<file path="src/hw/lcdcd_pkg.sv">
package lcdcd_pkg;
    // Command codes and masks
    localparam logic [7:0] CMD_RMW_ENTER = 8'he0;
    localparam logic [7:0] CMD_RMW_END = 8'hee;
    localparam logic [7:0] CMD_SOFT_RESET = 8'he2;
    localparam logic [7:0] CMD_VOL_MODE = 8'h81;
    localparam logic [7:0] CMD_IND_OFF = 8'hac;
    localparam logic [7:0] CMD_IND_ON = 8'had;
    localparam logic [7:0] CMD_COM_DIR = 8'hc0;
    localparam logic [7:0] MASK_COM_DIR = 8'hf0;
    localparam logic [7:0] CMD_POWER = 8'h28;
    localparam logic [7:0] MASK_POWER = 8'hf8;
    localparam logic [7:0] CMD_RATIO = 8'h20;
    localparam logic [7:0] MASK_RATIO = 8'hf8;
    localparam logic [7:0] CMD_TEST = 8'hf0;
    localparam logic [7:0] MASK_TEST = 8'hf0;
    localparam logic [7:0] CMD_START_LINE = 8'h40;
    localparam logic [7:0] MASK_START_LINE = 8'hc0;
    localparam logic [7:0] CMD_PAGE = 8'hb0;
    localparam logic [7:0] MASK_PAGE = 8'hf0;
    localparam logic [7:0] CMD_COL_HI = 8'h10;
    localparam logic [7:0] MASK_COL_HI = 8'hf0;
    localparam logic [7:0] CMD_COL_LO = 8'h00;
    localparam logic [7:0] MASK_COL_LO = 8'hf0;
    // Field positions
    localparam int COM_DIR_BIT = 3;
    localparam int PWR_FOLLOWER_BIT = 0;
    localparam int PWR_REGULATOR_BIT = 1;
    localparam int PWR_BOOSTER_BIT = 2;
    // Values after reset, and the last column
    localparam logic [5:0] CONTRAST_RST = 6'h20;
    localparam logic [2:0] RATIO_RST = 3'h0;
    localparam logic [2:0] POWER_RST = 3'h0;
    localparam logic [1:0] IND_RST = 2'h0;
    localparam logic [7:0] COL_RST = 8'h00;
    localparam logic [3:0] PAGE_RST = 4'h0;
    localparam logic [5:0] LINE_RST = 6'h00;
    localparam logic [7:0] COL_LAST = 8'h83;

    typedef enum logic [1:0] {
        LCDCD_IDLE,
        LCDCD_WAIT_VOL,
        LCDCD_WAIT_IND
    } lcdcd_mode_t;
endpackage

</file>
<file path="src/hw/lcdcd_decoder.sv">
module lcdcd_decoder
    import lcdcd_pkg::*;
(
    input wire logic i_ref_clk,
    input wire logic i_rst,
    input wire logic i_cmd_valid,
    input wire logic [7:0] i_cmd_byte,
    input wire logic i_data_wr,
    input wire logic i_data_rd,
    output logic [5:0] o_start_line,
    output logic [7:0] o_col_addr,
    output logic [3:0] o_page_addr,
    output logic o_com_reverse,
    output logic [2:0] o_power_ctrl,
    output logic o_follower_on,
    output logic o_regulator_on,
    output logic o_booster_on,
    output logic [2:0] o_regulator_resistor_ratio,
    output logic [5:0] o_contrast,
    output logic o_ind_enable,
    output logic [1:0] o_ind_state,
    output logic o_rmw_mode,
    output logic o_test_mode,
    output logic o_cmd_pending
);
    typedef struct packed {
        lcdcd_mode_t mode;
        logic [5:0] line;
        logic [3:0] page;
        logic com_rev;
        logic [2:0] power;
        logic [2:0] ratio;
        logic [5:0] contrast;
        logic ind_en;
        logic [1:0] ind;
        logic test;
    } lcdcd_state_t;

    lcdcd_state_t st_ff;
    lcdcd_state_t nxt_st;

    // Masked opcode match, shared by every range decode
    function automatic logic hit(input logic [7:0] b, input logic [7:0] code,
                                 input logic [7:0] mask);
        return (b & mask) == code;
    endfunction

    logic idle_cmd;
    logic col_clear;
    logic col_hi;
    logic col_lo;
    logic rmw_enter;
    logic rmw_end;

    // Column strobes only fire for bytes decoded outside a pending sequence
    assign idle_cmd = i_cmd_valid && (st_ff.mode == LCDCD_IDLE);
    assign col_clear = idle_cmd && (i_cmd_byte == CMD_SOFT_RESET);
    assign col_hi = idle_cmd && hit(i_cmd_byte, CMD_COL_HI, MASK_COL_HI);
    assign col_lo = idle_cmd && hit(i_cmd_byte, CMD_COL_LO, MASK_COL_LO);
    assign rmw_enter = idle_cmd && (i_cmd_byte == CMD_RMW_ENTER);
    assign rmw_end = idle_cmd && (i_cmd_byte == CMD_RMW_END);

    lcdcd_col_counter u_col (
        .i_ref_clk(i_ref_clk),
        .i_rst(i_rst),
        .i_clear(col_clear),
        .i_load_hi(col_hi),
        .i_load_lo(col_lo),
        .i_nibble(i_cmd_byte[3:0]),
        .i_rmw_enter(rmw_enter),
        .i_rmw_end(rmw_end),
        .i_data_wr(i_data_wr),
        .i_data_rd(i_data_rd),
        .o_col(o_col_addr),
        .o_rmw(o_rmw_mode)
    );

    // Command decode; pending states swallow the next byte whatever it is
    always_comb begin
        nxt_st = st_ff;
        if (i_cmd_valid) begin
            unique case (st_ff.mode)
                LCDCD_WAIT_VOL: begin
                    nxt_st.contrast = i_cmd_byte[5:0];
                    nxt_st.mode = LCDCD_IDLE;
                end
                LCDCD_WAIT_IND: begin
                    nxt_st.ind = i_cmd_byte[1:0];
                    nxt_st.mode = LCDCD_IDLE;
                end
                LCDCD_IDLE: begin
                    if (i_cmd_byte == CMD_SOFT_RESET) begin
                        // Power field is kept on purpose: supplies stay up
                        // Display memory lives outside; nothing here writes it
                        nxt_st.line = LINE_RST;
                        nxt_st.page = PAGE_RST;
                        nxt_st.com_rev = 1'b0;
                        nxt_st.ratio = RATIO_RST;
                        nxt_st.contrast = CONTRAST_RST;
                        nxt_st.ind_en = 1'b0;
                        nxt_st.ind = IND_RST;
                        nxt_st.test = 1'b0;
                    end else if (i_cmd_byte == CMD_VOL_MODE) begin
                        nxt_st.mode = LCDCD_WAIT_VOL;
                    end else if (i_cmd_byte == CMD_IND_OFF) begin
                        nxt_st.ind_en = 1'b0;
                    end else if (i_cmd_byte == CMD_IND_ON) begin
                        nxt_st.ind_en = 1'b1;
                        nxt_st.mode = LCDCD_WAIT_IND;
                    end else if (hit(i_cmd_byte, CMD_COM_DIR, MASK_COM_DIR)) begin
                        nxt_st.com_rev = i_cmd_byte[COM_DIR_BIT];
                    end else if (hit(i_cmd_byte, CMD_POWER, MASK_POWER)) begin
                        nxt_st.power = i_cmd_byte[2:0];
                    end else if (hit(i_cmd_byte, CMD_RATIO, MASK_RATIO)) begin
                        nxt_st.ratio = i_cmd_byte[2:0];
                    end else if (hit(i_cmd_byte, CMD_TEST, MASK_TEST)) begin
                        nxt_st.test = 1'b1;
                    end else if (hit(i_cmd_byte, CMD_START_LINE, MASK_START_LINE)) begin
                        nxt_st.line = i_cmd_byte[5:0];
                    end else if (hit(i_cmd_byte, CMD_PAGE, MASK_PAGE)) begin
                        nxt_st.page = i_cmd_byte[3:0];
                    end
                end
                default: begin
                    nxt_st.mode = LCDCD_IDLE;
                end
            endcase
        end
    end

    // Hard reset alone returns the power field to off
    always_ff @(posedge i_ref_clk or posedge i_rst) begin
        if (i_rst) begin
            st_ff <= '{mode: LCDCD_IDLE, line: LINE_RST, page: PAGE_RST, com_rev: 1'b0,
                       power: POWER_RST, ratio: RATIO_RST, contrast: CONTRAST_RST,
                       ind_en: 1'b0, ind: IND_RST, test: 1'b0};
        end else begin
            st_ff <= nxt_st;
        end
    end

    // All outputs but column address and RMW flag straight from the state register; pending decoded from its mode
    assign o_start_line = st_ff.line;
    assign o_page_addr = st_ff.page;
    assign o_com_reverse = st_ff.com_rev;
    assign o_power_ctrl = st_ff.power;
    assign o_follower_on = st_ff.power[PWR_FOLLOWER_BIT];
    assign o_regulator_on = st_ff.power[PWR_REGULATOR_BIT];
    assign o_booster_on = st_ff.power[PWR_BOOSTER_BIT];
    assign o_regulator_resistor_ratio = st_ff.ratio;
    assign o_contrast = st_ff.contrast;
    assign o_ind_enable = st_ff.ind_en;
    assign o_ind_state = st_ff.ind;
    assign o_test_mode = st_ff.test;
    assign o_cmd_pending = (st_ff.mode != LCDCD_IDLE);
endmodule

</file>
<file path="src/hw/lcdcd_col_counter.sv">
module lcdcd_col_counter
    import lcdcd_pkg::*;
(
    input wire logic i_ref_clk,
    input wire logic i_rst,
    input wire logic i_clear,
    input wire logic i_load_hi,
    input wire logic i_load_lo,
    input wire logic [3:0] i_nibble,
    input wire logic i_rmw_enter,
    input wire logic i_rmw_end,
    input wire logic i_data_wr,
    input wire logic i_data_rd,
    output logic [7:0] o_col,
    output logic o_rmw
);
    typedef struct packed {
        logic [7:0] col;
        logic [7:0] saved;
        logic rmw;
    } lcdcd_col_state_t;

    lcdcd_col_state_t st_ff;
    lcdcd_col_state_t nxt_st;

    // Stop at the last column instead of wrapping
    function automatic logic [7:0] step(input logic [7:0] c);
        return (c == COL_LAST) ? c : c + 8'h01;
    endfunction

    // Clear wins over everything; data access only when no clear, column or RMW strobe
    always_comb begin
        nxt_st = st_ff;
        if (i_clear) begin
            nxt_st.col = COL_RST;
            nxt_st.rmw = 1'b0;
        end else if (i_load_hi) begin
            nxt_st.col = {i_nibble, st_ff.col[3:0]};
        end else if (i_load_lo) begin
            nxt_st.col = {st_ff.col[7:4], i_nibble};
        end else if (i_rmw_enter) begin
            nxt_st.rmw = 1'b1;
            nxt_st.saved = st_ff.col;
        end else if (i_rmw_end) begin
            if (st_ff.rmw) begin
                nxt_st.col = st_ff.saved;
            end
            nxt_st.rmw = 1'b0;
        end else if (i_data_wr) begin
            nxt_st.col = step(st_ff.col);
        end else if (i_data_rd && !st_ff.rmw) begin
            nxt_st.col = step(st_ff.col);
        end
    end

    always_ff @(posedge i_ref_clk or posedge i_rst) begin
        if (i_rst) begin
            st_ff <= '{col: COL_RST, saved: COL_RST, rmw: 1'b0};
        end else begin
            st_ff <= nxt_st;
        end
    end

    assign o_col = st_ff.col;
    assign o_rmw = st_ff.rmw;
endmodule

</file>
<file path="config.mk">
export PLATFORM = sky130hd
export DESIGN_NAME = lcdcd_decoder
export DESIGN_NICKNAME = d
export VERILOG_FILES = /design/src/hw/lcdcd_pkg.sv /design/src/hw/lcdcd_decoder.sv /design/src/hw/lcdcd_col_counter.sv
export SDC_FILE = /design/constraint.sdc
export NUM_CORES = 1
export LEC_CHECK = 0
export BUFFER_PORTS_ARGS = -buffer_cell sky130_fd_sc_hd__buf_2
export CAP_MARGIN = 40
export CORE_AREA = 2 2 74 76
export CTS_CLUSTER_SIZE = 16
export DETAILED_ROUTE_END_ITERATION = 7
export DIE_AREA = 0 0 76 78
export PLACE_DENSITY_LB_ADDON = 0.05
export SKIP_LAST_GASP = 1
export SLEW_MARGIN = 30
export SYNTH_ARGS = -nofsm -noshare
export SYNTH_HDL_FRONTEND = slang
export SYNTH_SLANG_ARGS = --single-unit
</file>
<file path="constraint.sdc">
create_clock -name i_ref_clk -period 2.3 [get_ports i_ref_clk]
set_input_delay 0.345 -clock i_ref_clk [delete_from_list [all_inputs] [get_ports i_ref_clk]]
set_output_delay 0.345 -clock i_ref_clk [all_outputs]
set_load 0.005 [all_outputs]
</file>
==> results.py, run 1 <==
metrics = {
    "synthesis": {
        "yosysTopAreaCellShare_pct": 40.7,
        "syn_area_um2": 2770,
        "synth.distinct_cells": 61,
        "ys_ff_latch": 46,
        "synth_area_leaders": "dfrtp_1 41%, buf_4 9.0%, mux2_2 8.6%",
        "syn_area_per_cell_um2": 10.5,
        "synth_edf_count": 0,
        "synth_ff_type": "dfrtp_1",
        "ys_async_sr_fraction_pct": 100,
        "synth.most_common_cell": "dfrtp_1",
        "syn_nets": 278,
        "yosys_warnings": 0,
        "ys_seq_area_share_pct": 41.7,
        "syn_inst": 264,
        "yosysTopAreaCell": "dfrtp_1",
        "yosys-top-cells-count": "45 x dfrtp_1, 33 x buf_4, 21 x mux2_2",
    },
    "final_layout": {
        "antenna_cells": 0,
        "n_fill_cell": 444,
        "drive_above_1_share_pct": 38.7,
        "finish.utilization_pct": 60.0,
        "final_net_count": 310,
        "syn2layout_area_growth_pct": 9.32,
        "fin_area_um2": 3020,
    },
    "timing": {
        "setup_viol": 0,
        "relSlewSlack_pct": 60.2,
        "clock.fmax_ghz": 0.478,
        "setup-tns-final_ps": 0,
        "fin_crit_sh_pct": 90.9,
        "clock-skew-final_ps": 4.44,
        "hold_violations": 0,
        "period_minus_slack_ps": 2090,
        "rsz0062_at_grt": "no",
        "worst_pin_slew_ps": 589,
        "maxSlewViolCount": 0,
    },
    "setup_path": {
        "critPathKind": "reg -> reg",
        "timing.rr.end": "u_col.o_col[6]$_DFFE_PP0P_",
        "crit_fanout": 6,
        "rr_worst_depth": 6,
        "cp-start-kind": "flip-flop",
        "cp.arrival_ps": 2280,
        "r2r_slack_ps": 210,
        "endpoint_kind": "flip-flop",
        "crit_required_ps": 2480,
        "timing.rr.start": "u_col.o_col[1]$_DFFE_PP0P_",
    },
    "clocking": {
        "clkTransAtPathRegs_ps": 80,
        "h-tree-depth": 2,
        "clk_latency_ps": 290,
        "cts_resized": 0,
        "clockBufferDepth": 2,
        "cts_root_buf": "clkbuf_8",
        "cts_sinks": 46,
        "cts_hold_buf": 0,
        "cts_tree": "done",
        "cts-buffers-inserted": 5,
        "cts_setup_buffers": 0,
    },
    "min_path": {
        "hold_path_class": "in -> async",
    },
    "drt": {
        "drc": 0,
        "vias": 2087,
        "routed_wl_um": 6110,
        "drtIter0Drc": 195,
        "vias_per_cell": 5.69,
        "postRouteAntennaNets": 0,
        "wire_per_inst_um": 16.7,
        "dr.pass1.iters": 5,
    },
    "die": {
        "io_pins": 53,
        "num_rows": 26,
        "start_util_pct": 54.8,
        "die_area_um2": 5930,
        "die_w_um": 76,
        "coreArea_um2": 5040,
        "fp.dieH_um": 78,
    },
    "grt": {
        "grt_max_degree": 47,
        "grt_pass1_vias": 2038,
        "gr-usage-all-layers_pct": 22.6,
        "grt-ovfl-total": 0,
        "antenna_found_initial": 0,
        "grt_pass1_wl_um": 10600,
    },
    "power_and_ir_drop": {
        "power_mw": 2.46,
        "cellLeakagePower_nw": 1.51,
        "ir_drop_mv": 0.424,
        "p_per_area_nw_per_um2": 815,
    },
    "place": {
        "io_buffers": 52,
        "place_area_um2": 2930,
        "dp_hpwl_um": 4480,
        "gp_congestion": 0.882,
    },
    "status": {
        "status": "finished, final reports clean",
    },
    "flow_run": {
        "cap_viol_max_count": 0,
    },
}
-- worst max-delay path: stages, from the launching register on --
cell and delay (ps):
dfrtp_1 430, ha_1 260, nor4b_1 280, nand4_1 170, a21oi_2 330, a31oi_4 180
mux2_4 320
-- cells in the final DEF (no fill, tap or decap), types with 5 or more instances in the layout --
| master | n |
|---|---|
| buf_2 | 52 |
| dfrtp_1 | 45 |
| mux2_2 | 21 |
| nand2_1 | 16 |
| inv_1 | 15 |
| buf_4 | 15 |
| nand3_1 | 12 |
| nor2_1 | 9 |
| nor2b_1 | 7 |
| o22ai_1 | 7 |
| o21ai_0 | 7 |
| clkbuf_8 | 6 |
| a22o_1 | 5 |
| nor3_1 | 5 |
-- layer usage --
metal / vias up / track usage (%) / wire [um]
met5: - / 0 / 0
met4: 0 / 6.36 / 53
met3: 6 / 4.42 / 284
met2: 77 / 34.6 / 2800
met1: 1017 / 32.8 / 2970
li1: 987 / - / -
-- layout make-up --
cell class              count  area [um^2]  area share (%)
repair buffers             67          373            12.3
clock inverters             1         5.00           0.166
inverters                  16         60.1            1.99
flip-flops and latches     46         1150            38.1
clock buffers               7         86.3            2.86
well taps                  70         87.6            2.90
multi-input cells         160         1260            41.6
-- registers in the layout, summed over array words and instances, names as in the netlist --
name	flops
o_test_mode	1
o_page_addr	4
o_ind_state	2
u_col.st_ff	8
st_ff	2
u_col.o_col	8
o_contrast	6
o_com_reverse	1
u_col.o_rmw	1
o_ind_enable	1
o_regulator_resistor_ratio	3
o_start_line	6
o_power_ctrl	3
-- metrics by stage --
stage,instances,hold slack (ps),setup slack [ps]
after global routing,367,240,62.9
after detailed placement,359,459,219
final,367,174,208
after floorplan,264,444,320
after global placement,359,461,264
after CTS,367,209,217
-- cells by family (layout without fill, tap and decap cells) --
kind of cell	after synthesis	count (layout)	share of synthesized area [%]
buffers and inverters	58	91	12.8
AOI/OAI and AO/OA	51	51	15.4
adders and majority gates	1	1	0.452
and+or+nand+nor	76	76	16.9
xor gates and xnor gates	4	4	1.27
muxes	28	28	11.5
DFF	46	46	41.7
-- report_power, final --
| part | internal, mW | total [mW] | switching, mW |
|---|---|---|---|
| combinational | 0.445 | 0.842 | 0.397 |
| sequential | 0.979 | 1.12 | 0.142 |
| clock | 0.243 | 0.501 | 0.258 |
-- worst max-delay path by stage --
stage                               start                         end  slack (ps)
4_1_cts        u_col.o_col[1]$_DFFE_PP0P_  u_col.o_col[1]$_DFFE_PP0P_         220
2_1_floorplan               i_cmd_byte[2]  u_col.o_col[1]$_DFFE_PP0P_         320
3_5_place_dp                i_cmd_byte[5]  u_col.o_col[6]$_DFFE_PP0P_         220
3_3_place_gp                i_cmd_byte[5]  u_col.o_col[1]$_DFFE_PP0P_         260
5_1_grt        u_col.o_col[1]$_DFFE_PP0P_  u_col.o_col[6]$_DFFE_PP0P_          60
6_report       u_col.o_col[1]$_DFFE_PP0P_  u_col.o_col[6]$_DFFE_PP0P_         210
Power figures use the tool's default switching activity.
==> run 2, diff against run 1 <==
- CELL_PAD_IN_SITES_DETAIL_PLACEMENT: unset -> 1
- CELL_PAD_IN_SITES_GLOBAL_PLACEMENT: unset -> 2
- CORE_AREA: 2 2 74 76 -> 2 2 92 94
- DIE_AREA: 0 0 76 78 -> 0 0 94 96
==> run 2 against run 1 <==
Sequential power about the same. Utilization down 21 points. Sequential cell count unchanged. Clock-buffer cell count unchanged. Critical endpoint is now o_start_line[2]$_DFFE_PP0P_. Highest routed layer unchanged.
==> results.py, run 2 (same netlist as run 1, synthesis figures left out) <==
metrics = {
    "timing": {
        "hold_ws_ps": 15.3,
        "clock.fmax_ghz": 0.483,
        "hold_violations": 0,
        "maxSlewViolCount": 0,
        "relSlewSlack_pct": 69.1,
        "worst_pin_slew_ps": 460,
        "setup-tns-final_ps": 0,
        "period_minus_slack_ps": 2070,
        "fin_crit_sh_pct": 89.9,
        "clock-skew-final_ps": 6.28,
        "rsz0062_at_grt": "no",
        "setup_viol": 0,
    },
    "flow_run": {
        "cap_viol_max_count": 0,
    },
    "die": {
        "coreArea_um2": 8050,
        "io_pins": 53,
        "num_rows": 33,
        "fp.dieH_um": 96,
        "die_w_um": 94,
        "die_area_um2": 9020,
        "start_util_pct": 34.3,
    },
    "grt": {
        "grt-ovfl-total": 0,
        "grt_max_degree": 19,
        "antenna_found_initial": 0,
        "grt_pass1_vias": 2202,
        "grt_pass1_wl_um": 12200,
        "gr-usage-all-layers_pct": 17.6,
    },
    "power_and_ir_drop": {
        "cellLeakagePower_nw": 1.54,
        "p_per_area_nw_per_um2": 803,
        "ir_drop_mv": 0.348,
    },
    "final_layout": {
        "final_cell_mix": "52 x buf_2, 45 x dfrtp_1, 21 x mux2_2",
        "final_net_count": 315,
        "antenna_cells": 0,
        "drive_above_1_share_pct": 40.1,
        "fin_area_um2": 3120,
        "final_cells": 407,
        "finish.utilization_pct": 38.7,
        "syn2layout_area_growth_pct": 12.8,
        "final_common_cell": "buf_2",
    },
    "clocking": {
        "clkTransAtPathRegs_ps": 90,
        "clockBufferDepth": 2,
        "cts_root_buf": "clkbuf_8",
        "cts-buffers-inserted": 5,
        "cts_tree": "done",
        "cts_setup_buffers": 0,
        "clk_latency_ps": 300,
        "cts_sinks": 46,
        "h-tree-depth": 2,
    },
    "place": {
        "dp_hpwl_um": 5710,
        "io_buffers": 52,
        "place_area_um2": 3010,
        "dp_cells": 399,
        "gp_congestion": 0.760,
    },
    "setup_path": {
        "crit_required_ps": 2480,
        "cp-start-kind": "flip-flop",
        "cp_slowest_stage_delay_ps": 600,
        "cp.arrival_ps": 2250,
        "critPathKind": "reg -> reg",
        "slowest_stage": "or3b_2",
        "crit_start": "st_ff[28]$_DFFE_PP0P_",
        "endpoint_kind": "flip-flop",
        "path_cells": "or3b_2, a221oi_4, o21ai_2, mux2_2",
        "crit_fanout": 7,
        "timing.rr.start": "st_ff[28]$_DFFE_PP0P_",
    },
    "min_path": {
        "hold_path_class": "in -> async",
    },
    "drt": {
        "drc": 0,
        "routed_wl_um": 7400,
        "postRouteAntennaNets": 0,
        "dr.pass1.iters": 4,
        "wire_per_inst_um": 18.2,
        "vias_per_cell": 5.13,
        "vias": 2086,
        "drtIter0Drc": 49,
    },
    "status": {
        "status": "finished, final reports clean",
    },
}
run 2: changes by cell type in the layout (fill, tap and decap cells not counted), sizes merged:
cell	before	now
buf	67	72
run 2: path summary, 6_finish.rpt:
| path | end | slack [ps] | cells after the start |
|---|---|---|---|
| max | o_start_line[2]$_DFFE_PP0P_ | 230 | 4 |
| min | u_col.st_ff[8]$_DFFE_PP0P_ | 20 | 2 |
| min in group i_ref_clk | st_ff[28]$_DFFE_PP0P_ | 300 | 2 |
| max in group asynchronous | o_contrast[5]$_DFFE_PP1P_ | 1640 | 3 |
| max reg2reg | o_start_line[2]$_DFFE_PP0P_ | 230 | 4 |
| min reg2reg | o_contrast[5]$_DFFE_PP1P_ | 480 | 2 |
run 2: worst max-delay path, delay by kind of cell (launching register included):
| family | cells | cell delay, ps |
|---|---|---|
| AO/OA/AOI/OAI | 2 | 570 |
| flip-flops | 1 | 470 |
| multiplexers | 1 | 310 |
| AND/OR/NAND/NOR | 1 | 600 |
run 2: power breakdown:
group          leakage (nW)  switching [mW]  internal [mW]
clock                0.0482           0.282          0.243
combinational         0.907           0.395          0.447
sequential            0.585           0.158          0.978
total                  1.54           0.835           1.67
run 2: final cells by class:
class	count	area (um^2)
Clock buffer	7	86.3
Timing Repair Buffer	72	410
Sequential cell	46	1150
Fill cell	930	4930
Inverter	16	60.1
Tap cell	105	131
Clock inverter	1	5.00
Multi-Input combinational cell	160	1270
run 2: metal layers:
metal | vias to the layer above | wire length [um] | track usage [%]
met2 | 23 | 3830 | 31.5
li1 | 993 | - | -
met1 | 1065 | 3390 | 22.6
met4 | 0 | 52 | 3.62
met3 | 5 | 122 | 2.58
met5 | - | 0 | 0
run 2: per-stage QoR:
stage                     setup slack, ps  total power [mW]
after floorplan                       320              1.82
after global placement                137              2.00
after detailed placement              137              2.00
after CTS                             116              2.54
after global routing                 70.5              2.69
final                                 232              2.50
run 2: timing repair:
action | in CTS | in global routing
setup endpoints to repair | 0 | 4
hold buffers | 0 | 0
gates resized for setup | 0 | 2
hold endpoints to repair | 0 | 0
==> run 3, diff against run 2 <==
- CORE_AREA: 2 2 92 94 -> 2 2 129 68
- DIE_AREA: 0 0 94 96 -> 0 0 131 70
==> run 3 against run 2 <==
Final area grew 4.0%. Setup slack gained 56 ps. Clock skew shrank 2.7 ps. Register-to-register slack gained 60 ps. Sequential share of layout area shrank 1.4 points. Global-route usage grew 1.5 points. Wire length grew 9.8%. Combinational power grew 21%. Critical path depth is the same. Power grew 14%. Non-clock buffer count grew 8. Clock-buffer cell count shrank 1.
==> results.py, run 3 (same netlist as run 1, synthesis figures left out) <==
metrics = {
    "power_and_ir_drop": {
        "power_mw": 2.85,
        "cellLeakagePower_nw": 1.60,
        "p_per_area_nw_per_um2": 878,
        "ir_drop_mv": 0.386,
    },
    "place": {
        "gp_congestion": 0.811,
        "io_buffers": 52,
        "dp_hpwl_um": 6380,
    },
    "timing": {
        "fin_crit_sh_pct": 87.5,
        "relSlewSlack_pct": 65.5,
        "worst_pin_slew_ps": 513,
        "rsz0062_at_grt": "no",
        "setup_viol": 0,
        "clock.fmax_ghz": 0.497,
        "clock-skew-final_ps": 3.62,
        "setup-tns-final_ps": 0,
        "period_minus_slack_ps": 2010,
        "hold_violations": 0,
        "maxSlewViolCount": 0,
    },
    "clocking": {
        "cts_setup_buffers": 0,
        "clockBufferDepth": 2,
        "cts_root_buf": "clkbuf_16",
        "cts-buffers-inserted": 5,
        "cts_resized": 0,
        "h-tree-depth": 2,
        "cts_sinks": 46,
        "cts_hold_buf": 0,
        "cts_tree": "done",
        "clkTransAtPathRegs_ps": 70,
        "clk_latency_ps": 290,
    },
    "grt": {
        "antenna_found_initial": 0,
        "grt_pass1_vias": 2192,
        "grt_pass1_wl_um": 12800,
        "gr-usage-all-layers_pct": 19.0,
        "grt-ovfl-total": 0,
        "grt_max_degree": 26,
    },
    "setup_path": {
        "cp-start-kind": "flip-flop",
        "endpoint_kind": "flip-flop",
        "r2r_slack_ps": 290,
        "cp.arrival_ps": 2190,
        "critPathKind": "reg -> reg",
        "rr_worst_depth": 4,
        "crit_required_ps": 2480,
        "crit_fanout": 7,
    },
    "drt": {
        "routed_wl_um": 8120,
        "wire_per_inst_um": 19.0,
        "vias": 2127,
        "drtIter0Drc": 76,
        "dr.pass1.iters": 4,
        "drc": 0,
        "postRouteAntennaNets": 0,
        "vias_per_cell": 4.98,
    },
    "status": {
        "status": "finished, final reports clean",
    },
    "die": {
        "num_rows": 24,
        "io_pins": 53,
        "die_w_um": 131,
        "die_area_um2": 9170,
        "start_util_pct": 33.5,
        "fp.dieH_um": 70,
        "coreArea_um2": 8260,
    },
    "min_path": {
        "hold_path_class": "in -> async",
    },
    "final_layout": {
        "final_net_count": 323,
        "final_cell_mix": "52 x buf_2, 45 x dfrtp_1, 27 x buf_4",
        "n_fill_cell": 937,
        "antenna_cells": 0,
        "drive_above_1_share_pct": 41.3,
        "final_common_cell": "buf_2",
        "syn2layout_area_growth_pct": 17.3,
    },
    "flow_run": {
        "cap_viol_max_count": 0,
    },
}
==> run 3: power by group <==
part / total, mW / internal, mW / switching (mW)
clock: 0.735 / 0.404 / 0.331
combinational: 1.02 / 0.512 / 0.509
sequential: 1.09 / 0.980 / 0.113
total: 2.85 / 1.90 / 0.952
==> run 3: critical path: stages, from the launching register on <==
cell and delay (ps):
dfrtp_1 450, or3b_2 600, a221oi_4 330, o21ai_2 200
mux2_2 310
==> run 3: final timing paths <==
path / from / endpoint
worst max-delay path: st_ff[28]$_DFFE_PP0P_ / o_start_line[0]$_DFFE_PP0P_
worst min-delay path: i_rst / o_power_ctrl[1]$_DFFE_PP0P_
worst max register to register: st_ff[28]$_DFFE_PP0P_ / o_start_line[0]$_DFFE_PP0P_
worst min register to register: o_contrast[5]$_DFFE_PP1P_ / o_contrast[5]$_DFFE_PP1P_
max in group asynchronous: i_rst / o_start_line[3]$_DFFE_PP0P_
min in group i_ref_clk: i_cmd_valid / st_ff[28]$_DFFE_PP0P_
==> run 3: area by class of cell <==
type | count | area (um^2) | area share (%)
Clock buffer | 6 | 129 | 3.97
Tap cell | 117 | 146 | 4.51
Multi-Input combinational cell | 160 | 1260 | 38.8
Timing Repair Buffer | 80 | 483 | 14.9
Sequential cell | 46 | 1150 | 35.5
Clock inverter | 2 | 13.8 | 0.424
Inverter | 16 | 60.1 | 1.85
==> run 3: stage by stage <==
stage	worst slack (ps)	instance area [um^2]	hold WS, ps	cells	util [%]
global placement	228	3100	412	419	37.5
floorplan	320	2770	444	264	-
detailed placement	165	3100	411	419	37.5
finish	287	3240	75.7	427	39.3
global route	174	3240	108	427	39.3
CTS	277	3240	93.3	427	39.3
==> run 3: layer usage <==
metal | global-route usage (%) | up-vias | share of wire [%] | wire length [um]
li1 | - | 1017 | - | -
met1 | 32.3 | 1055 | 59 | 4780
met2 | 23.1 | 49 | 35 | 2880
met3 | 4.60 | 6 | 4.8 | 386
met4 | 4.26 | 0 | 0.95 | 77
met5 | 0 | - | 0 | 0
